==> src/rtl/adc_cal_pkg.sv <==
package adc_cal_pkg;

	// register byte addresses
	localparam logic [15:0] TEMP_OFFSET_ADDR = 16'h223C;
	localparam logic [15:0] GAIN9_GAIN_ADDR = 16'h2298;
	localparam logic [15:0] GAIN9_OFFSET_ADDR = 16'h22D0;
	// own status register: last corrected word and last channel
	localparam logic [15:0] STATUS_ADDR = 16'h2300;

	// coefficient field
	localparam int COEF_W = 15;
	localparam logic [14:0] GAIN_UNITY = 15'h4000;
	localparam logic [14:0] OFFSET_ZERO = 15'h0000;
	localparam int GAIN_FRAC = 14;
	localparam int OFFSET_FRAC = 2;

	// result word
	localparam int RESULT_W = 16;
	localparam logic [15:0] RESULT_MAX = 16'hFFFF;
	localparam logic [15:0] RESULT_ZERO = 16'h0000;

	// amplifier gain code for gain of 9
	localparam logic [2:0] PGA_GAIN9 = 3'h4;

	typedef enum logic [1:0] {
		CH_AUX,
		CH_TIA,
		CH_TEMP
	} channel_e;

	// raw conversion from the sample path
	typedef struct packed {
		logic [15:0] data;
		logic [2:0] pga_gain;
		channel_e channel;
	} raw_sample_s;

	// corrected conversion to the result register
	typedef struct packed {
		logic [15:0] data;
		channel_e channel;
	} result_s;

	// selected coefficients
	typedef struct packed {
		logic [14:0] offset;
		logic [14:0] gain;
	} coef_s;

endpackage

==> src/rtl/adc_cal_core.sv <==
// Functional notes
// offset is 15-bit two's complement in quarter-LSB steps, zero means none.
// gain-9 offset applies only to auxiliary channel conversions taken at amplifier gain 9.
// gain coefficient scales result, 0x4000 unity, 0x2000 half.
// gain coefficient zero forces a zero corrected result.
// gain-9 gain applies only to auxiliary channel conversions taken at amplifier gain 9.
// temperature offset applies only to temperature sensor conversions.
// gain-9 gain coefficient resets to 0x4000.
// both offset coefficients reset to zero.
// coefficient register bits 31 to 15 read zero and ignore writes.
// offset added before gain scaling, result saturated to word range.
`timescale 1ns/100ps
`default_nettype none
module adc_cal_core
	import adc_cal_pkg::*;
(
	// clock, reset, enable
	input wire logic core_clk,
	input wire logic reset,
	input wire logic clk_en,
	// wishbone slave
	input wire logic wb_cyc_i,
	input wire logic wb_stb_i,
	input wire logic wb_we_i,
	input wire logic [15:0] wb_adr_i,
	input wire logic [3:0] wb_sel_i,
	input wire logic [31:0] wb_dat_i,
	output logic [31:0] wb_dat_o,
	output logic wb_ack_o,
	output logic wb_err_o,
	// raw sample path
	input wire logic raw_valid,
	input wire adc_cal_pkg::raw_sample_s raw_sample,
	// corrected result
	output logic result_valid,
	output adc_cal_pkg::result_s converter_result_word
);
	import adc_cal_pkg::*;

	logic [14:0] temp_offset_q;
	logic [14:0] gain9_gain_q;
	logic [14:0] gain9_offset_q;
	logic [31:0] dat_q;
	logic ack_q;
	logic err_q;
	logic valid_q;
	result_s result_q;
	coef_s coef_d;
	logic [15:0] corrected;
	logic bus_req;
	logic hit;
	logic [31:0] rd_d;

	// merge 15-bit field with byte enables
	function automatic logic [14:0] merge_field(input logic [14:0] old,
		input logic [31:0] wdat, input logic [3:0] sel);
		logic [14:0] v;
		v = old;
		if (sel[0]) begin
			v[7:0] = wdat[7:0];
		end
		if (sel[1]) begin
			v[14:8] = wdat[14:8];
		end
		return v;
	endfunction

	////////////////////////////////////////////////////////////////////////
	// register bus

	assign bus_req = wb_cyc_i && wb_stb_i && !wb_ack_o && !wb_err_o;

	// address decode and read mux
	always_comb begin
		hit = 1'b1;
		rd_d = 32'h0000_0000;
		case (wb_adr_i)
			TEMP_OFFSET_ADDR: rd_d = {17'h0, temp_offset_q};
			GAIN9_GAIN_ADDR: rd_d = {17'h0, gain9_gain_q};
			GAIN9_OFFSET_ADDR: rd_d = {17'h0, gain9_offset_q};
			STATUS_ADDR: rd_d = {14'h0, result_q.channel, result_q.data};
			default: hit = 1'b0;
		endcase
	end

	// ack or err held for one enabled cycle, dropped at the next edge with clk_en high
	always_ff @(posedge core_clk or posedge reset) begin
		if (reset) begin
			ack_q <= 1'b0;
			err_q <= 1'b0;
			dat_q <= 32'h0000_0000;
		end else if (clk_en) begin
			ack_q <= bus_req && hit;
			err_q <= bus_req && !hit;
			dat_q <= (bus_req && hit && !wb_we_i) ? rd_d : 32'h0000_0000;
		end
	end

	// coefficient writes
	always_ff @(posedge core_clk or posedge reset) begin
		if (reset) begin
			temp_offset_q <= OFFSET_ZERO;
			gain9_offset_q <= OFFSET_ZERO;
			gain9_gain_q <= GAIN_UNITY;
		end else if (clk_en && bus_req && wb_we_i) begin
			case (wb_adr_i)
				TEMP_OFFSET_ADDR: begin
					temp_offset_q <= merge_field(temp_offset_q, wb_dat_i,
						wb_sel_i);
				end
				GAIN9_GAIN_ADDR: begin
					gain9_gain_q <= merge_field(gain9_gain_q, wb_dat_i,
						wb_sel_i);
				end
				GAIN9_OFFSET_ADDR: begin
					gain9_offset_q <= merge_field(gain9_offset_q, wb_dat_i,
						wb_sel_i);
				end
				default: begin
				end
			endcase
		end
	end

	assign wb_ack_o = ack_q;
	assign wb_err_o = err_q;
	assign wb_dat_o = dat_q;

	////////////////////////////////////////////////////////////////////////
	// coefficient selection

	always_comb begin
		coef_d.offset = OFFSET_ZERO;
		coef_d.gain = GAIN_UNITY;
		case (raw_sample.channel)
			CH_TEMP: coef_d.offset = temp_offset_q;
			CH_AUX: begin
				if (raw_sample.pga_gain == PGA_GAIN9) begin
					coef_d.offset = gain9_offset_q;
					coef_d.gain = gain9_gain_q;
				end
			end
			default: begin
			end
		endcase
	end

	adc_cal_math u_math (
		.raw(raw_sample.data),
		.coef(coef_d),
		.result(corrected)
	);

	////////////////////////////////////////////////////////////////////////
	// result register

	always_ff @(posedge core_clk or posedge reset) begin
		if (reset) begin
			valid_q <= 1'b0;
			result_q <= '0;
		end else if (clk_en) begin
			valid_q <= raw_valid;
			if (raw_valid) begin
				result_q.data <= corrected;
				result_q.channel <= raw_sample.channel;
			end
		end
	end

	assign result_valid = valid_q;
	assign converter_result_word = result_q;

endmodule
`default_nettype wire

==> src/rtl/adc_cal_math.sv <==
`timescale 1ns/100ps
`default_nettype none
module adc_cal_math
	import adc_cal_pkg::*;
(
	// operands
	input wire logic [15:0] raw,
	input wire adc_cal_pkg::coef_s coef,
	// corrected word
	output logic [15:0] result
);
	import adc_cal_pkg::*;

	logic signed [35:0] sum_q2;
	logic signed [51:0] prod;
	logic signed [51:0] scaled;

	// raw in quarter steps plus signed offset, then gain, then clamp
	always_comb begin
		sum_q2 = $signed({18'h00000, raw, 2'b00})
			+ 36'($signed(coef.offset));
		prod = 52'(sum_q2) * $signed({37'h0, coef.gain});
		scaled = prod >>> (GAIN_FRAC + OFFSET_FRAC);
		if (coef.gain == '0) begin
			result = RESULT_ZERO;
		end else if (scaled < 0) begin
			result = RESULT_ZERO;
		end else if (scaled > $signed({36'h0, RESULT_MAX})) begin
			result = RESULT_MAX;
		end else begin
			result = scaled[15:0];
		end
	end

endmodule
`default_nettype wire

==> config.mk <==
export PLATFORM = sky130hd
export DESIGN_NAME = adc_cal_core
export DESIGN_NICKNAME = d
export VERILOG_FILES = /design/src/rtl/adc_cal_pkg.sv /design/src/rtl/adc_cal_core.sv /design/src/rtl/adc_cal_math.sv
export SDC_FILE = /design/constraint.sdc
export NUM_CORES = 1
export LEC_CHECK = 0
export BUFFER_PORTS_ARGS = -buffer_cell sky130_fd_sc_hd__buf_4
export CORE_ASPECT_RATIO = 1.75
export CORE_MARGIN = 2
export CORE_UTILIZATION = 40
export DETAILED_ROUTE_END_ITERATION = 10
export SYNTH_ARGS = -nofsm -noshare
export SYNTH_HDL_FRONTEND = slang
export SYNTH_SLANG_ARGS = --single-unit
==> constraint.sdc <==
create_clock -name core_clk -period 21.4 [get_ports core_clk]
set_clock_uncertainty 0.05 [all_clocks]
set_input_delay 1.07 -clock core_clk [delete_from_list [all_inputs] [get_ports core_clk]]
set_output_delay 1.07 -clock core_clk [all_outputs]
set_load 0.005 [all_outputs]
==> summary.txt <==
CTS
  – Clock tree root buffer cell: sky130_fd_sc_hd__clkbuf_16
  – TritonCTS clock tree: done
  – Hold buffer count at cts: 0
  – CTS Buffer Depth: 2
  – Clock net sink count: 84
  – CTS buffer count: 9
  – Worst-skew pair later-pin latency: 0.33 ns
  – Number of cells upsized or downsized after cts: 0
  – Clock slew at reported path FFs: 0.06 ns
  – H-tree depth: 3
  – Post-CTS Setup Inserts: 0

Logic synthesis
  – Synth warn: 0
  – Main combinational cell family by area after synthesis: adder cells
  – Most used standard cells in the synthesized netlist: sky130_fd_sc_hd__inv_1, sky130_fd_sc_hd__fa_1, sky130_fd_sc_hd__nand2_1
  – Top-count cell post-synth: sky130_fd_sc_hd__inv_1
  – Most used DFF post-synth: sky130_fd_sc_hd__dfrtp_1
  – Area share of and/or/nand/nor cells after synthesis: between 10 and 15%
  – Synth top area share: a little under two fifths
  – Cell types with the largest area share after synthesis: sky130_fd_sc_hd__fa_1, sky130_fd_sc_hd__dfrtp_1, sky130_fd_sc_hd__inv_1
  – Number of enable-type register cells in the synthesized netlist: 0
  – Synthesized area per cell: ~9.3 um2
  – Flop and latch count out of synthesis: 84
  – Distinct cell type count of the synthesized netlist: 74
  – Synthesized instance count: around 1700
  – Register area share after synthesis: approximately 13%
  – Yosys top cell by area: sky130_fd_sc_hd__fa_1
  – Multiplexer share of the synthesized area: around 3.4%
  – Post-synthesis instance area: around 0.016 mm2
  – Post-Synth Adder-Cell Area: a little under half
  – XOR/XNOR share of the synthesized area: 3.90%
  – Fraction of the mapped netlist area in compound gates: slightly above 10%
  – Async set-or-reset flop fraction in the synthesized netlist: 100%

Detailed routing
  – Drt first-iter violations: around 660
  – WL per Instance: 20.9 um
  – Drt total wl: approximately 48000 um
  – Length of the first detailed-routing pass in iterations: 5
  – Remaining routing DRC violations: 0
  – Via count: 12200
  – Via density per instance: roughly 5.4
  – Remaining antenna violation count after routing: 0

Setup path
  – Launching point of the worst reg2reg path: gain9_offset_q[3]$_DFFE_PP0P_
  – CP Data Arrival Time: between 10 and 15 ns
  – Worst Reg2Reg Path Length in Cells: 32
  – Slowest stage delay, CP: 0.77 ns
  – Slowest stage cell on the critical path: sky130_fd_sc_hd__a221oi_4
  – Required time at the worst-slack endpoint: ~22 ns
  – Reg2reg setup slack: 10.67 ns
  – Endpoint of the worst-slack reg-to-reg timing path: converter_result_word[4]$_DFFE_PP0P_
  – First element of the critical path: raw_sample[0]
  – Delay-heaviest family, CP: adder cells
  – Combined buffer and inverter count along the critical path: 7
  – Worst Setup Path Type: in -> reg
  – Worst setup SP type: input pin
  – CP max FO: 28
  – Most numerous cell on the critical path: sky130_fd_sc_hd__fa_1
  – Category of the worst setup path capture point: flop

Timing
  – Slew at the pin closest to its max-slew limit: ~1.2 ns
  – Final number of max-transition violations: 0
  – Final hold viol count: 0
  – Shortest clock period the worst path allows after layout: ~12 ns
  – Ratio of final minimum period to clock period: 57.3%
  – Unrepaired setup endpoints after global routing: false
  – Final setup viols: 0
  – Achievable Freq: 0.0816 GHz
  – Sum Neg Setup Slack: 0 ns
  – Slew Limit Headroom: between 10% and 20%

Floorplanning
  – Width of the die: ~150 um
  – Die area: between 0.04 and 0.05 mm2
  – Initial core utilization: 40.3%
  – Core outline area: a little under 0.04 mm2
  – Height of the die: roughly 270 um
  – I/O pin count: between 100 and 150
  – Cell row count: 96

Global routing
  – Total global-route track usage: 24.0%
  – Number of antenna violations at the first check in global routing: 0
  – Via count of the first global-routing pass: approximately 13000
  – Total global routing overflow: 0
  – Wire length of the first global-routing pass: roughly 74000 um
  – Maximum number of pins on one net before global-route repair: between 80 and 90

Pwr
  – Internal power: approximately 0.3 mW
  – Leakage power of the design: slightly below 9 nW
  – Share of total power consumed by net switching: 27.3%
  – Power density of the placed cells: ~24 mW/mm2
  – Combinational group share of total power: a little under a fifth
  – Total power: approximately 0.41 mW
  – Register share of total power: ~40%
  – Maximum ir drop on the vdd rail: roughly 0.053 mV
  – Switching component of the power: ~0.11 mW
  – Clock group share of total power: 40.5%

Min path
  – Sink of the worst hold path: temp_offset_q[8]$_DFFE_PP0P_
  – Origin of the worst min-delay path: temp_offset_q[8]$_DFFE_PP0P_
  – Class of the most critical hold timing path: reg -> reg
  – Hold-critical path depth: 1

Layout
  – P&R area growth vs syn: 10.7%
  – Ratio of cells with drive above 1 in the final layout: 11.5%
  – Final #Nets: approximately 2300
  – FF/Latch Area: about 0.0021 mm2
  – Number of filler instances in the final layout: about 3700
  – Footprint of the multi-input gates: between 0.01 and 0.015 mm2
  – Final core utilization: 44.6%

Placed design
  – Final HPWL from detailed placement: 39200 um
  – Placer congestion estimate: 0.915
  – Quantity of I/O buffers inserted on ports: roughly 100

Outcome
  – Result of the run: completed

Run
  – Max-cap violations: 0
how the worst max path moves through the flow:
stage	to	slack (ns)	depth (start not counted)
finish	converter_result_word[4]$_DFFE_PP0P_	9.14	37
global route	converter_result_word[8]$_DFFE_PP0P_	8.49	37
CTS	converter_result_word[4]$_DFFE_PP0P_	9.23	37
detailed placement	converter_result_word[4]$_DFFE_PP0P_	8.94	37
global placement	converter_result_word[16]$_DFFE_PP0P_	9.10	37
floorplan	converter_result_word[12]$_DFFE_PP0P_	10.63	38
metrics by stage:
step,instance area [um2],hold WS (ns),worst slack [ns],instances
CTS,17400,0.466,9.23,2277
floorplan,15800,0.433,10.63,1704
global placement,17100,0.439,9.10,2261
global route,17400,0.470,8.49,2277
detailed placement,17100,0.457,8.94,2261
finish,17400,0.466,9.14,2278
state kept, by name, indices dropped and copies added, names as in the netlist:
name	flops
temp_offset_q	15
wb_ack_o	1
gain9_offset_q	15
result_valid	1
converter_result_word	18
wb_err_o	1
gain9_gain_q	15
wb_dat_o	18
final cells by class:
type,count,area share (%)
Multi-Input combinational cell,1164,68.3
Tap cell,490,3.52
Timing Repair Buffer,137,5.91
Antenna cell,1,0.0144
Inverter,386,8.33
Clock buffer,10,1.37
Clock inverter,6,0.503
Sequential cell,84,12.1
routing by layer:
| metal | wire length, um | track usage (%) | part of all wire, % |
|---|---|---|---|
| met1 | 15800 | 24.2 | 33 |
| met5 | 0 | 0 | 0 |
| met2 | 26500 | 46.7 | 56 |
| met3 | 1580 | 1.74 | 3.3 |
| met4 | 3870 | 15.8 | 8.1 |
worst register-to-register path, delay by kind of cell (launching register included):
family,cells,cell delay [ns]
and+or+nand+nor,4,0.89
DFF,1,0.39
AOI/OAI and AO/OA,14,4.02
adders and majority gates,7,3.70
xor gates and xnor gates,3,1.11
buffers and inverters,4,0.52
cells by family (layout without fill, tap and decap cells):
logic type | after synthesis | count (layout)
buf+inv | 456 | 539
simple gates | 432 | 432
fa+ha+maj | 400 | 400
compound gates | 201 | 201
flops | 84 | 84
xor+xnor | 70 | 70
mux | 47 | 47
other cells | 1 | 15
power by group through the flow:
stage          combinational, mW  clock (mW)  sequential, mW
3_3_place_gp              0.0746           0           0.173
5_1_grt                   0.0810       0.176           0.171
3_5_place_dp              0.0753           0           0.173
2_1_floorplan             0.0372           0           0.170
4_1_cts                   0.0757       0.170           0.170
6_report                  0.0756       0.168           0.171
cells in the final DEF, fill, tap and decap left out, types with 16 or more instances in the layout:
cell                      synthesis  routed
sky130_fd_sc_hd__a21o_1          27      27
sky130_fd_sc_hd__and3_1          23      23
sky130_fd_sc_hd__buf_4           14     137
sky130_fd_sc_hd__nand2_1        202     202
sky130_fd_sc_hd__dfrtp_1         83      83
sky130_fd_sc_hd__xor2_1          24      24
sky130_fd_sc_hd__a21oi_1         34      34
sky130_fd_sc_hd__inv_1          383     382
sky130_fd_sc_hd__nor2_1         136     136
sky130_fd_sc_hd__fa_1           289     289
sky130_fd_sc_hd__a221o_1         16      16
sky130_fd_sc_hd__mux2_2          17      17
sky130_fd_sc_hd__a22o_1          27      27
sky130_fd_sc_hd__mux2_1          30      30
sky130_fd_sc_hd__ha_1           108     108
sky130_fd_sc_hd__xnor2_1         46      46
Power figures use the tool's default switching activity.
